--- src/hw/pis_pkg.sv ---
package pis_pkg;

  // clock and stage timing
  localparam int CLK_PERIOD_NS = 20;
  localparam int NVM_RST_TIME_NS = 200;
  localparam int IN_RST_TIME_NS = 100;
  localparam int LUT_RST_TIME_NS = 100;
  localparam int SEQ_INIT_TIME_NS = 200;
  localparam int OUT_REL_TIME_NS = 40;
  localparam int NVM_RST_CYC = (NVM_RST_TIME_NS + CLK_PERIOD_NS - 1) / CLK_PERIOD_NS;
  localparam int IN_RST_CYC = (IN_RST_TIME_NS + CLK_PERIOD_NS - 1) / CLK_PERIOD_NS;
  localparam int LUT_RST_CYC = (LUT_RST_TIME_NS + CLK_PERIOD_NS - 1) / CLK_PERIOD_NS;
  localparam int SEQ_INIT_CYC = (SEQ_INIT_TIME_NS + CLK_PERIOD_NS - 1) / CLK_PERIOD_NS;
  localparam int OUT_REL_CYC = (OUT_REL_TIME_NS + CLK_PERIOD_NS - 1) / CLK_PERIOD_NS;

  // timer width and default pin count
  localparam int TMR_W = 8;
  localparam int PIN_NUM = 9;

  // reset values
  localparam logic [1:0] RST_SYNC_INIT = 2'h0;
  localparam logic [TMR_W-1:0] TMR_ZERO = 8'h00;

  typedef enum {
    PIS_OFF,
    PIS_NVM_RST,
    PIS_CFG_LOAD,
    PIS_IN_RST,
    PIS_IN_EN,
    PIS_LUT_RST,
    PIS_LUT_EN,
    PIS_SEQ_INIT,
    PIS_PWR_GOOD,
    PIS_RUN
  } pis_state_e;

  // control lines toward the macrocells and configuration memory
  typedef struct packed {
    logic macro_power;
    logic macro_reset;
    logic nvm_reset;
    logic cfg_load;
    logic in_reset;
    logic in_enable;
    logic analog_comparator_enable;
    logic pull_enable;
    logic lut_reset;
    logic lut_enable;
    logic edge_det_enable;
    logic seq_reset;
    logic seq_enable;
    logic power_good;
  } pis_ctrl_s;

  localparam pis_ctrl_s CTRL_RESET = '0;

endpackage

--- src/hw/pis_stage_timer.sv ---
`timescale 1ns/100ps
// one-shot down counter; done pulses once when a loaded count expires
module pis_stage_timer #(
  parameter int WIDTH = pis_pkg::TMR_W
) (
  // clock and reset
  input wire logic clk_in,
  input wire logic rst_b_in,
  // control
  input wire logic load_in,
  input wire logic [WIDTH-1:0] count_in,
  input wire logic abort_in,
  // status
  output logic done_out
);

  logic [WIDTH-1:0] cnt_reg;
  logic run_reg;

  always_ff @(posedge clk_in or negedge rst_b_in)
  begin
    if (!rst_b_in)
    begin
      cnt_reg <= '0;
      run_reg <= 1'b0;
    end
    else if (abort_in)
    begin
      cnt_reg <= '0;
      run_reg <= 1'b0;
    end
    else if (load_in)
    begin
      cnt_reg <= count_in;
      run_reg <= 1'b1;
    end
    else if (run_reg)
    begin
      if (cnt_reg <= WIDTH'(1))
        run_reg <= 1'b0;
      else
        cnt_reg <= cnt_reg - WIDTH'(1);
    end
  end

  always_ff @(posedge clk_in or negedge rst_b_in)
  begin
    if (!rst_b_in)
      done_out <= 1'b0;
    else
      done_out <= run_reg && !load_in && !abort_in && (cnt_reg <= WIDTH'(1));
  end

endmodule

--- src/hw/pis_sequencer.sv ---
`timescale 1ns/100ps
module pis_sequencer #(
  parameter int PIN_NUM = pis_pkg::PIN_NUM,
  parameter int NVM_RST_CYC = pis_pkg::NVM_RST_CYC,
  parameter int IN_RST_CYC = pis_pkg::IN_RST_CYC,
  parameter int LUT_RST_CYC = pis_pkg::LUT_RST_CYC,
  parameter int SEQ_INIT_CYC = pis_pkg::SEQ_INIT_CYC,
  parameter int OUT_REL_CYC = pis_pkg::OUT_REL_CYC
) (
  // clock and reset
  input wire logic sys_clk_in,
  input wire logic rst_b_in,
  // supply detect: high above power-on level, low below power-off level
  input wire logic supply_ok_in,
  // configuration memory handshake
  input wire logic cfg_load_done_in,
  // programmed pin configuration and core logic
  input wire logic [PIN_NUM-1:0] pin_is_output_in,
  input wire logic [PIN_NUM-1:0] core_data_in,
  // raw input pin levels and raw lookup table results
  input wire logic [PIN_NUM-1:0] pin_level_in,
  input wire logic lut_result_in,
  // macrocell and memory controls
  output pis_pkg::pis_ctrl_s ctrl_out,
  // gated levels seen by the routing matrix
  output logic [PIN_NUM-1:0] pin_to_matrix_out,
  output logic lut_to_matrix_out,
  // output pin drive
  output logic [PIN_NUM-1:0] pin_oe_out,
  output logic [PIN_NUM-1:0] pin_do_out,
  // sequencer status
  output logic init_busy_out
);

  localparam int TW = pis_pkg::TMR_W;

  logic [1:0] rst_sync_reg;
  logic rst_b;
  pis_pkg::pis_state_e state_reg;
  pis_pkg::pis_state_e state_next;
  pis_pkg::pis_ctrl_s ctrl_next;
  logic tmr_load;
  logic [TW-1:0] tmr_count;
  logic tmr_done;
  logic supply_lost;

  // reset release through two flops
  always_ff @(posedge sys_clk_in or negedge rst_b_in)
  begin
    if (!rst_b_in)
      rst_sync_reg <= pis_pkg::RST_SYNC_INIT;
    else
      rst_sync_reg <= {rst_sync_reg[0], 1'b1};
  end

  assign rst_b = rst_sync_reg[1];

  // a supply drop wins over every stage so pins never stay driven
  assign supply_lost = !supply_ok_in && (state_reg != pis_pkg::PIS_OFF);

  pis_stage_timer #(
    .WIDTH(TW)
  ) u_timer (
    .clk_in(sys_clk_in),
    .rst_b_in(rst_b),
    .load_in(tmr_load),
    .count_in(tmr_count),
    .abort_in(supply_lost),
    .done_out(tmr_done)
  );

  // stage order; PIS_OFF leaves on supply on, PIS_RUN only on a supply drop, each other stage on its own completion or a supply drop
  always_comb
  begin
    state_next = state_reg;
    tmr_load = 1'b0;
    case (state_reg)
      pis_pkg::PIS_OFF:
      begin
        if (supply_ok_in)
        begin
          state_next = pis_pkg::PIS_NVM_RST;
          tmr_load = 1'b1;
        end
      end
      pis_pkg::PIS_NVM_RST:
      begin
        if (tmr_done)
          state_next = pis_pkg::PIS_CFG_LOAD;
      end
      pis_pkg::PIS_CFG_LOAD:
      begin
        if (cfg_load_done_in)
        begin
          state_next = pis_pkg::PIS_IN_RST;
          tmr_load = 1'b1;
        end
      end
      pis_pkg::PIS_IN_RST:
      begin
        if (tmr_done)
          state_next = pis_pkg::PIS_IN_EN;
      end
      pis_pkg::PIS_IN_EN:
      begin
        state_next = pis_pkg::PIS_LUT_RST;
        tmr_load = 1'b1;
      end
      pis_pkg::PIS_LUT_RST:
      begin
        if (tmr_done)
          state_next = pis_pkg::PIS_LUT_EN;
      end
      pis_pkg::PIS_LUT_EN:
      begin
        state_next = pis_pkg::PIS_SEQ_INIT;
        tmr_load = 1'b1;
      end
      pis_pkg::PIS_SEQ_INIT:
      begin
        if (tmr_done)
        begin
          state_next = pis_pkg::PIS_PWR_GOOD;
          tmr_load = 1'b1;
        end
      end
      pis_pkg::PIS_PWR_GOOD:
      begin
        if (tmr_done)
          state_next = pis_pkg::PIS_RUN;
      end
      pis_pkg::PIS_RUN:
      begin
        state_next = pis_pkg::PIS_RUN;
      end
      default:
      begin
        state_next = pis_pkg::PIS_OFF;
      end
    endcase
    if (supply_lost)
    begin
      state_next = pis_pkg::PIS_OFF;
      tmr_load = 1'b0;
    end
  end

  // length of the timed stage being entered
  always_comb
  begin
    tmr_count = pis_pkg::TMR_ZERO;
    case (state_next)
      pis_pkg::PIS_NVM_RST:
      begin
        tmr_count = TW'(NVM_RST_CYC);
      end
      pis_pkg::PIS_IN_RST:
      begin
        tmr_count = TW'(IN_RST_CYC);
      end
      pis_pkg::PIS_LUT_RST:
      begin
        tmr_count = TW'(LUT_RST_CYC);
      end
      pis_pkg::PIS_SEQ_INIT:
      begin
        tmr_count = TW'(SEQ_INIT_CYC);
      end
      pis_pkg::PIS_PWR_GOOD:
      begin
        tmr_count = TW'(OUT_REL_CYC);
      end
      default:
      begin
        tmr_count = pis_pkg::TMR_ZERO;
      end
    endcase
  end

  always_ff @(posedge sys_clk_in or negedge rst_b)
  begin
    if (!rst_b)
      state_reg <= pis_pkg::PIS_OFF;
    else
      state_reg <= state_next;
  end

  // controls for the stage being entered
  always_comb
  begin
    ctrl_next = pis_pkg::CTRL_RESET;
    case (state_next)
      pis_pkg::PIS_OFF:
      begin
        ctrl_next = pis_pkg::CTRL_RESET;
      end
      pis_pkg::PIS_NVM_RST:
      begin
        ctrl_next.macro_power = 1'b1;
        ctrl_next.macro_reset = 1'b1;
        ctrl_next.nvm_reset = 1'b1;
      end
      pis_pkg::PIS_CFG_LOAD:
      begin
        ctrl_next.macro_power = 1'b1;
        ctrl_next.macro_reset = 1'b1;
        ctrl_next.cfg_load = 1'b1;
      end
      pis_pkg::PIS_IN_RST:
      begin
        ctrl_next.macro_power = 1'b1;
        ctrl_next.in_reset = 1'b1;
        ctrl_next.lut_reset = 1'b1;
        ctrl_next.seq_reset = 1'b1;
        ctrl_next.edge_det_enable = 1'b1;
      end
      pis_pkg::PIS_IN_EN:
      begin
        ctrl_next.macro_power = 1'b1;
        ctrl_next.in_enable = 1'b1;
        ctrl_next.analog_comparator_enable = 1'b1;
        ctrl_next.pull_enable = 1'b1;
        ctrl_next.lut_reset = 1'b1;
        ctrl_next.seq_reset = 1'b1;
        ctrl_next.edge_det_enable = 1'b1;
      end
      pis_pkg::PIS_LUT_RST:
      begin
        ctrl_next.macro_power = 1'b1;
        ctrl_next.in_enable = 1'b1;
        ctrl_next.analog_comparator_enable = 1'b1;
        ctrl_next.pull_enable = 1'b1;
        ctrl_next.lut_reset = 1'b1;
        ctrl_next.seq_reset = 1'b1;
        ctrl_next.edge_det_enable = 1'b1;
      end
      pis_pkg::PIS_LUT_EN:
      begin
        ctrl_next.macro_power = 1'b1;
        ctrl_next.in_enable = 1'b1;
        ctrl_next.analog_comparator_enable = 1'b1;
        ctrl_next.pull_enable = 1'b1;
        ctrl_next.lut_enable = 1'b1;
        ctrl_next.seq_reset = 1'b1;
        ctrl_next.edge_det_enable = 1'b1;
      end
      pis_pkg::PIS_SEQ_INIT:
      begin
        ctrl_next.macro_power = 1'b1;
        ctrl_next.in_enable = 1'b1;
        ctrl_next.analog_comparator_enable = 1'b1;
        ctrl_next.pull_enable = 1'b1;
        ctrl_next.lut_enable = 1'b1;
        ctrl_next.seq_enable = 1'b1;
        ctrl_next.edge_det_enable = 1'b1;
      end
      pis_pkg::PIS_PWR_GOOD,
      pis_pkg::PIS_RUN:
      begin
        ctrl_next.macro_power = 1'b1;
        ctrl_next.in_enable = 1'b1;
        ctrl_next.analog_comparator_enable = 1'b1;
        ctrl_next.pull_enable = 1'b1;
        ctrl_next.lut_enable = 1'b1;
        ctrl_next.seq_enable = 1'b1;
        ctrl_next.edge_det_enable = 1'b1;
        ctrl_next.power_good = 1'b1;
      end
      default:
      begin
        ctrl_next = pis_pkg::CTRL_RESET;
      end
    endcase
  end

  always_ff @(posedge sys_clk_in or negedge rst_b)
  begin
    if (!rst_b)
      ctrl_out <= pis_pkg::CTRL_RESET;
    else
      ctrl_out <= ctrl_next;
  end

  // input pins read low until enabled
  always_ff @(posedge sys_clk_in or negedge rst_b)
  begin
    if (!rst_b)
      pin_to_matrix_out <= '0;
    else if (ctrl_next.in_enable)
      pin_to_matrix_out <= pin_level_in;
    else
      pin_to_matrix_out <= '0;
  end

  // lookup result reads low until the tables are active
  always_ff @(posedge sys_clk_in or negedge rst_b)
  begin
    if (!rst_b)
      lut_to_matrix_out <= 1'b0;
    else
      lut_to_matrix_out <= ctrl_next.lut_enable && lut_result_in;
  end

  // output enables open on the edge that raises power-good
  always_ff @(posedge sys_clk_in or negedge rst_b)
  begin
    if (!rst_b)
      pin_oe_out <= '0;
    else if (ctrl_next.power_good)
      pin_oe_out <= pin_is_output_in;
    else
      pin_oe_out <= '0;
  end

  // pins set as inputs never carry drive data
  always_ff @(posedge sys_clk_in or negedge rst_b)
  begin
    if (!rst_b)
      pin_do_out <= '0;
    else if (ctrl_next.power_good)
      pin_do_out <= core_data_in & pin_is_output_in;
    else
      pin_do_out <= '0;
  end

  always_ff @(posedge sys_clk_in or negedge rst_b)
  begin
    if (!rst_b)
      init_busy_out <= 1'b0;
    else
      init_busy_out <= (state_next != pis_pkg::PIS_OFF) && !ctrl_next.power_good;
  end

endmodule

--- config.mk ---
export PLATFORM = sky130hd
export DESIGN_NAME = pis_sequencer
export DESIGN_NICKNAME = d
export VERILOG_FILES = /design/src/hw/pis_pkg.sv /design/src/hw/pis_stage_timer.sv /design/src/hw/pis_sequencer.sv
export SDC_FILE = /design/constraint.sdc
export NUM_CORES = 1
export LEC_CHECK = 0
export ABC_AREA = 1
export BUFFER_PORTS_ARGS = -buffer_cell sky130_fd_sc_hd__buf_2
export CORE_MARGIN = 2
export CORE_UTILIZATION = 55
export CTS_CLUSTER_DIAMETER = 40
export DETAILED_ROUTE_END_ITERATION = 12
export PLACE_DENSITY = 0.8
export SYNTH_ARGS = -nofsm -noshare
export SYNTH_HDL_FRONTEND = slang
export SYNTH_HIERARCHICAL = 1
export SYNTH_SLANG_ARGS = --single-unit
--- constraint.sdc ---
create_clock -name sys_clk_in -period 3.2 [get_ports sys_clk_in]
set_input_delay 0.32 -clock sys_clk_in [delete_from_list [all_inputs] [get_ports sys_clk_in]]
set_output_delay 0.32 -clock sys_clk_in [all_outputs]
set_load 0.03 [all_outputs]
==> impl_metrics.tcl, run 1 <==
set metrics [dict create \
    crit_required_ps 3450 \
    cp_max_fo 15 \
    cts_tree "done" \
    clock_path_buffers 2 \
    largest_register_ffs 32 \
    first_global_vias 2898 \
    skew_ps 13.75 \
    slew_viol_final 0 \
    hold_path_end "pin_to_matrix_out[2]" \
    die_area_um2 7497 \
    syn_area_um2 3751 \
    synth_top_area_cell "dfrtp_1" \
    layout.nets 557 \
    cts.clk_slew.worst_paths_ps 90 \
    numClockSinks 85 \
    final_cell_mix "89 x nand2_1, 84 x dfrtp_1, 76 x nor2_1, 74 x buf_2, 50 x inv_1" \
    placementRows 30 \
    grt_pass1_wl_mm 12.34 \
    async_reset_ff_share_pct 100.0 \
    syn_area_per_cell_um2 9.061 \
    via_per_inst 4.778 \
    dr.first_iter.drc_count 178 \
    internal-power_mw 1.592 \
    fin_ws_ps 670.7 \
    n_antenna_cell 0 \
    synth_top_area_share_pct 56.70 \
    arrival_ps 2770 \
    p_comb_share_pct 2.5 \
    pre_cts_slack_ps 719.1 \
    fmax_mhz 395.4 \
    p_clk_share_pct 42.9 \
    ir_drop_v 0.0003128 \
    wl_per_cell_um 11.98 \
    hold_depth 3 \
    root_buffer "clkbuf_8" \
    cp-start-kind "flop" \
    vias 2905 \
    r2r-start "state_reg[14]" \
    power.switching_mw 0.4509 \
    synthCells 414 \
    die_w_um 86.59 \
    firstDrtPassIters 4 \
    reg2reg_to "u_timer/cnt_reg[7]" \
    final_layout_size_suffix_gt1_share_pct 25.76 \
    antenna_found_initial 0 \
    ff2ff_path_depth 12 \
    maxCapViolations 0 \
    yosys-top-cells-area "dfrtp_1 57%, nand2_1 8.9%, nor2_1 7.6%, inv_1 5.0%, nand3_1 2.7%" \
    rsz0062_at_grt "no" \
    relSlewSlack_pct 33.26 \
    swShare_pct 22.07 \
    synth-seq-cells 85 \
    port_buffers 74 \
    p_leak_nw 2.665 \
    post_cts_buffers 0 \
    timing.final.hold_violations 0 \
    cts_buffers 9 \
    hp-start "pin_level_in[2]" \
    tns_ps 0 \
    worstSetupEndpointType "flop" \
    ys_types 39 \
    fin_cells 608 \
    die_h_um 86.59 \
    synth_top_flop_cell "dfrtp_1" \
    layout_commonest_cell "nand2_1" \
    hold_class "in -> reg" \
    rrSetupSlack_ps 670 \
    clk_latency_ps 350 \
    synth-edff-count 0 \
    synth-seq-area-share_pct 56.70 \
    fin_crit_ps 2529 \
    wl_mm 7.281 \
    grtUsageTotal_pct 21.36 \
    initial_core_util_pct 56.14 \
    pwr-share-seq_pct 54.6 \
    powerDensity_nw_per_um2 452.7 \
    crit_type "reg -> reg" \
    drc_errors 0 \
    gp_congestion 0.8421 \
    worstMarginPinSlew_ps 1001 \
    placed_cells 591 \
    io_pins 75 \
    htreeDepth 3 \
    ys_warn_count 6 \
    syn_to_final_growth_pct 20.31 \
    place_hpwl_mm 5.119 \
    design.core.area_um2 6681 \
    overflow 0 \
    grt_max_degree 84 \
    status "complete, no violations" \
    setup_viol 0 \
    fin_crit_sh_pct 79.04 \
    nFillCells 550 \
    ant_nets 0 \
]
synth_stat cells, types with 2 or more instances:
| master | count |
|---|---|
| o21ai_1 | 2 |
| nand3_2 | 4 |
| o21ai_0 | 7 |
| conb_1 | 2 |
| nor2_1 | 76 |
| nand3_1 | 20 |
| o22ai_1 | 2 |
| buf_4 | 3 |
| nand2_4 | 4 |
| inv_2 | 4 |
| nor3b_1 | 2 |
| nor2_2 | 8 |
| nand4_1 | 7 |
| nand2_1 | 89 |
| or2_2 | 2 |
| ha_1 | 2 |
| a21oi_1 | 6 |
| nor3b_2 | 2 |
| inv_1 | 50 |
| buf_6 | 5 |
| dfrtp_1 | 85 |
| nor2_4 | 2 |
| nand2_2 | 8 |
| nand3_4 | 2 |
| o21ai_2 | 2 |
| nor3_1 | 5 |
final cells by class:
| type | instances | area, um2 | share of cell area (%) |
|---|---|---|---|
| inverter | 57 | 222.7 | 4.935 |
| clock buffer | 10 | 137.6 | 3.050 |
| timing repair buffer | 76 | 387.9 | 8.594 |
| tap | 80 | 100.1 | 2.218 |
| multi-input combinational | 294 | 1434 | 31.77 |
| clock inverter | 6 | 100.1 | 2.218 |
| sequential | 85 | 2131 | 47.21 |
routing by layer:
layer	part of all wire, %	wire, um	up-vias	track usage (%)
met3	8.6	625	11	8.190
met5	0	0	-	0
met2	47	3419	108	34.90
met4	1.6	114	0	9.091
met1	43	3121	1322	25.30
li1	-	-	1464	-
how the worst max path moves through the flow:
stage                     from                  to  slack [ps]  depth (start not counted)
6_report         state_reg[14]  u_timer/cnt_reg[7]         670                         12
5_1_grt          state_reg[12]  u_timer/cnt_reg[7]         410                         12
4_1_cts          state_reg[12]  u_timer/cnt_reg[7]         660                         12
3_5_place_dp     state_reg[12]  u_timer/cnt_reg[7]         720                         12
3_3_place_gp     state_reg[14]  u_timer/cnt_reg[7]         820                         12
2_1_floorplan  rst_sync_reg[1]         ctrl_out[0]         660                          0
stage by stage:
| stage | utilization, % | power [mW] | hold slack [ps] | cell area (um2) |
|---|---|---|---|---|
| final | 67.55 | 2.043 | 161.3 | 4513 |
| after global routing | 67.55 | 2.123 | 153.8 | 4513 |
| after CTS | 67.55 | 2.067 | 144.4 | 4513 |
| after detailed placement | 63.84 | 1.188 | 110.7 | 4265 |
| after global placement | 63.84 | 1.186 | 106.3 | 4265 |
| after floorplan | - | 1.159 | 24.41 | 3867 |
power by group through the flow:
stage	Sequential (mW)	Clock, mW	Combinational, mW
CTS	1.12	0.899	0.0505
global route	1.12	0.941	0.0600
global placement	1.14	0	0.0482
floorplan	1.13	0	0.0262
detailed placement	1.14	0	0.0491
finish	1.12	0.876	0.0514
kinds of logic (layout without fill, tap and decap cells):
kind of cell,count (synthesis),count (layout),synth area share [%]
AO/OA/AOI/OAI,24,24,4.070
buffers and inverters,66,149,8.172
other,2,33,0.2002
XOR/XNOR,1,1,0.2335
adder cells (fa/ha/maj),2,2,0.6670
flip-flops,85,85,56.70
AND/OR/NAND/NOR,234,234,29.95
critical path: stages (launching register included):
cell      delay, ps
dfrtp_1         370
nor2_1           90
nand2_1          80
nor2_2          100
buf_4           170
nand3_1         100
nor2_2          190
nand2_1         120
a31oi_1         380
inv_1           310
or2_2           350
nand3_1          90
o21bai_1         60
timing repair:
| item | in CTS | in global routing |
|---|---|---|
| resized for setup | 0 | 0 |
| endpoints found under the hold margin | 2 | 0 |
| hold buffers | 1 | 0 |
Note: power is estimated with default switching activity, not from simulation.
==> inputs of run 2 (changes only) <==
Clock period 3.2 ns to 2.48 ns, I/O delays scaled along.
==> run 2 against run 1 <==
  * Sequential power rose by 28%
  * Critical path depth did not move
  * Highest routed layer unchanged
  * Worst hold slack got worse by 58 ps
  * Core utilization fell by 0.28 points
  * Largest cell class unchanged
  * Non-clock buffer count rose by 4
  * Fmax rose by 14%
  * Via count rose by 1.7%
  * Sequential share of layout area rose by 0.20 points
  * Combinational power rose by 61%
==> impl_metrics.tcl, run 2 (same netlist as run 1, synthesis figures left out) <==
set metrics [dict create \
    layout_commonest_cell "nand2_1" \
    post_cts_buffers 0 \
    topRoutingLayerUsed "met4" \
    cp-start-kind "flop" \
    crit_required_ps 2710 \
    cts_buffers 9 \
    skew_ps 11.22 \
    die_w_um 86.59 \
    wl_per_cell_um 11.69 \
    wl_met1_mm 3.017 \
    place_hpwl_mm 5.272 \
    slew_viol_final 0 \
    clock_path_buffers 2 \
    placementRows 30 \
    place_area_um2 4308 \
    crit_type "reg -> reg" \
    grtUsageTotal_pct 21.11 \
    maxCapViolations 0 \
    dr.first_iter.drc_count 248 \
    setup_viol 0 \
    hold_class "in -> reg" \
    final_layout_size_suffix_gt1_share_pct 26.13 \
    hold_slack_ps 103.2 \
    grt_pass1_wl_mm 12.23 \
    timing.final.hold_violations 0 \
    p_leak_nw 2.657 \
    route.met3.wl_um 705 \
    total_power_mw 2.370 \
    wl_mm 7.156 \
    design.core.area_um2 6681 \
    arrival_ps 2450 \
    overflow 0 \
    ir_drop_v 0.0003696 \
    cp_max_fo 15 \
    layout.nets 561 \
    numClockSinks 85 \
    via_per_inst 4.827 \
    root_buffer "clkbuf_8" \
    grt_max_degree 49 \
    status "complete, no violations" \
    worstSetupEndpointType "flop" \
    tns_ps 0 \
    fin_crit_sh_pct 89.51 \
    cts_tree "done" \
    drc_errors 0 \
    antenna_found_initial 0 \
    initial_core_util_pct 56.14 \
    wl_met2_mm 3.327 \
    firstDrtPassIters 4 \
    die_area_um2 7497 \
    clk_latency_ps 340 \
    first_global_vias 2850 \
    fin_area_um2 4494 \
    final_cell_mix "89 x nand2_1, 84 x dfrtp_1, 76 x nor2_1, 74 x buf_2, 50 x inv_1" \
    ant_nets 0 \
    n_antenna_cell 0 \
    powerDensity_nw_per_um2 527.4 \
    htreeDepth 3 \
    cts.clk_slew.worst_paths_ps 80 \
    die_h_um 86.59 \
    syn_to_final_growth_pct 19.81 \
    io_pins 75 \
    fmax_mhz 450.5 \
    port_buffers 74 \
    fin_crit_ps 2220 \
    largest_register_ffs 32 \
    rsz0062_at_grt "no" \
    gp_congestion 0.8917 \
    vias 2954 \
]
==> run 2: cell types whose count changed in the layout (fill, tap and decap cells not counted), sizes merged <==
cell,change
inv,-3
clkbuf,+1
bufinv,-2
clkinv,+3
buf,+4
clkinvlp,+1
==> run 2: routing by layer <==
metal | up-vias | track usage (%)
li1 | 1470 | -
met1 | 1344 | 26.78
met2 | 130 | 34.34
met3 | 10 | 7.238
met4 | 0 | 6.676
met5 | - | 0
==> run 2: worst paths after layout <==
kind	start	slack, ps	endpoint	cells past startpoint
worst max-delay path	state_reg[12]	260	u_timer/cnt_reg[7]	12
max in group asynchronous	rst_sync_reg[1]	1590	pin_to_matrix_out[5]	1
worst min-delay path	pin_level_in[8]	100	pin_to_matrix_out[8]	3
min in group asynchronous	rst_b_in	200	rst_sync_reg[1]	2
worst min register to register	rst_sync_reg[1]	290	pin_do_out[1]	0
worst max register to register	state_reg[12]	260	u_timer/cnt_reg[7]	12
==> run 2: cell type report <==
type / instances / area, um2
repair buffers: 80 / 430.4
clock buffers: 11 / 141.4
well taps: 80 / 100.1
multi-input cells: 294 / 1434
flip-flops and latches: 85 / 2131
clock inverters: 5 / 35.03
fillers: 531 / 2187
inverters: 57 / 222.7
==> run 2: where the power goes <==
group,internal [mW],switching (mW),total [mW]
Combinational,0.0325,0.0504,0.0829
Clock,0.393,0.467,0.860
Sequential,1.41,0.0176,1.43
Total,1.84,0.535,2.37
==> run 2: critical path, stage by stage, from the launching register on <==
cell and delay, ps:
dfrtp_1 370, nor2_1 100, nand2_1 80, nor2_2 180, buf_4 200, nand2_2 80, nor2_4 110, a21oi_1 80
a31oi_1 190, inv_1 240, or2_2 330, nand3_1 80, o21bai_1 60
==> run 2: stage by stage <==
| stage | std cells | util, % | setup WS (ps) |
|---|---|---|---|
| 3_3_place_gp | 595 | 64.48 | 312.0 |
| 6_report | 612 | 67.27 | 260.2 |
| 2_1_floorplan | 445 | - | 417.2 |
| 5_1_grt | 612 | 67.27 | 22.21 |
| 4_1_cts | 612 | 67.27 | 253.5 |
| 3_5_place_dp | 595 | 64.48 | 270.7 |
==> run 2: repair_timing <==
item,4_1_cts,5_1_grt
hold buffers,1,0
hold endpoints to repair,2,0
gates resized for setup,0,0
==> inputs of run 3 (changes only) <==
Settings changed: CORE_ASPECT_RATIO set to 0.6, PLACE_DENSITY 0.8 to 0.78.
==> run 3 against run 2 <==
  * Worst setup slack got worse by 130 ps
  * Die area rose by 0.29%
  * Worst hold slack improved by 8.3 ps
  * Global-route usage rose by 1.4 points
  * Flip-flop and latch count did not move
  * Critical path depth rose by 1
  * Clock-buffer cell count fell by 1
  * Final area rose by 2.7%
  * Combinational power rose by 2%
  * Sequential share of layout area fell by 1.2 points
  * Final cell count rose by 1.1%
  * Largest cell class unchanged
  * Highest routed layer unchanged
==> impl_metrics.tcl, run 3 (same netlist as run 1, synthesis figures left out) <==
set metrics [dict create \
    cts_buffers 9 \
    cp_slowest_cell "dfrtp_1" \
    setup_viol 0 \
    status "complete, no violations" \
    layout.nets 561 \
    slew_viol_final 0 \
    cts_tree "done" \
    design.core.area_um2 6648 \
    topRoutingLayerUsed "met4" \
    fin_crit_ps 2347 \
    root_buffer "clkbuf_16" \
    grt_pass1_wl_mm 12.95 \
    place_hpwl_mm 5.544 \
    largest_register_ffs 32 \
    port_buffers 74 \
    relSlewSlack_pct 64.46 \
    antenna_found_initial 0 \
    timing.final.hold_violations 0 \
    ir_drop_v 0.0005294 \
    numClockSinks 85 \
    total_power_mw 2.776 \
    layout_commonest_cell "nand2_1" \
    p_leak_nw 2.708 \
    placementRows 23 \
    vias 2961 \
    final_layout_size_suffix_gt1_share_pct 26.50 \
    crit_type "reg -> reg" \
    dr.first_iter.drc_count 182 \
    clk_latency_ps 340 \
    route.met3.wl_um 788 \
    wl_mm 7.852 \
    syn_to_final_growth_pct 23.02 \
    max_stage_delay_ps 400 \
    fmax_mhz 426.1 \
    crit_required_ps 2700 \
    wl_met2_mm 3.452 \
    wl_met1_mm 3.533 \
    grtUsageTotal_pct 22.53 \
    final_cell_mix "88 x nand2_1, 84 x dfrtp_1, 76 x nor2_1, 74 x buf_2, 50 x inv_1" \
    die_area_um2 7519 \
    first_global_vias 2817 \
    die_h_um 67.97 \
    n_antenna_cell 0 \
    worstMarginPinSlew_ps 533.1 \
    cp-start-kind "flop" \
    io_pins 75 \
    wl_per_cell_um 12.68 \
    htreeDepth 3 \
    clock_path_buffers 2 \
    arrival_ps 2570 \
    cts.clk_slew.worst_paths_ps 60 \
    overflow 0 \
    maxCapViolations 0 \
    crit_chain "nor2_1 -> nand2_1 -> nor2_2 -> nand2_4 -> inv_4 -> nand3_1 -> nand2_1 -> a21oi_1 -> a31oi_1 -> inv_1 -> or2_2 -> nand3_1 -> o21bai_1" \
    firstDrtPassIters 5 \
    worstSetupEndpointType "flop" \
    die_w_um 110.6 \
    via_per_inst 4.784 \
    tns_ps 0 \
    ant_nets 0 \
    cp_max_fo 15 \
    rsz0062_at_grt "no" \
    drc_errors 0 \
    initial_core_util_pct 56.43 \
    hold_class "in -> reg" \
    powerDensity_nw_per_um2 601.5 \
    gp_congestion 1.006 \
    fin_crit_sh_pct 94.62 \
    grt_max_degree 44 \
    skew_ps 5.467 \
]
run 3: layout make-up:
cell class	count	area, um2
flip-flops and latches	85	2131
clock inverters	6	46.29
repair buffers	80	430.4
multi-input cells	294	1436
fillers	504	2033
clock buffers	10	239.0
inverters	57	222.7
well taps	87	108.9
run 3: path summary, 6_finish.rpt:
kind	from	to	slack, ps	cells past startpoint
max	state_reg[21]	u_timer/cnt_reg[7]	130	13
min	pin_level_in[7]	pin_to_matrix_out[7]	110	3
max reg2reg	state_reg[21]	u_timer/cnt_reg[7]	130	13
min reg2reg	rst_sync_reg[1]	pin_do_out[2]	320	0
max in group asynchronous	rst_sync_reg[1]	state_reg[10]	1570	1
min in group asynchronous	rst_b_in	rst_sync_reg[1]	210	2
run 3: through the flow:
step / std cells / worst slack (ps) / util [%] / cell area [um2] / hold WS, ps
floorplan: 445 / 417.2 / - / 3869 / -47.59
global placement: 602 / 308.9 / 64.94 / 4317 / 33.71
detailed placement: 602 / 237.5 / 64.94 / 4317 / 33.73
CTS: 619 / 181.0 / 69.38 / 4612 / 99.27
global route: 619 / 8.957 / 69.41 / 4614 / 109.8
finish: 619 / 133.4 / 69.41 / 4614 / 111.5
run 3: critical path, delay by kind of cell (launching register included):
| kind | cells | cell delay, ps |
|---|---|---|
| AOI/OAI and AO/OA | 3 | 290 |
| buffers and inverters | 2 | 390 |
| DFF | 1 | 400 |
| and+or+nand+nor | 8 | 1130 |
run 3: what timing repair did:
| item | in CTS | in global routing |
|---|---|---|
| setup endpoints to repair | 0 | 1 |
| gates resized for setup | 0 | 1 |
| setup buffers | 0 | 0 |
| endpoints found under the hold margin | 2 | 0 |
| hold buffers | 1 | 0 |
run 3: where the power goes:
group / switching (mW) / internal (mW) / total, mW
sequential: 0.0194 / 1.41 / 1.43
clock: 0.547 / 0.713 / 1.26
combinational: 0.0515 / 0.0327 / 0.0842
total: 0.618 / 2.16 / 2.78
run 3: routing by layer:
| layer | track usage [%] | vias to the layer above |
|---|---|---|
| met5 | 0 | - |
| met4 | 5.781 | 0 |
| met3 | 10.10 | 10 |
| met2 | 34.66 | 120 |
| met1 | 29.66 | 1364 |
| li1 | - | 1467 |
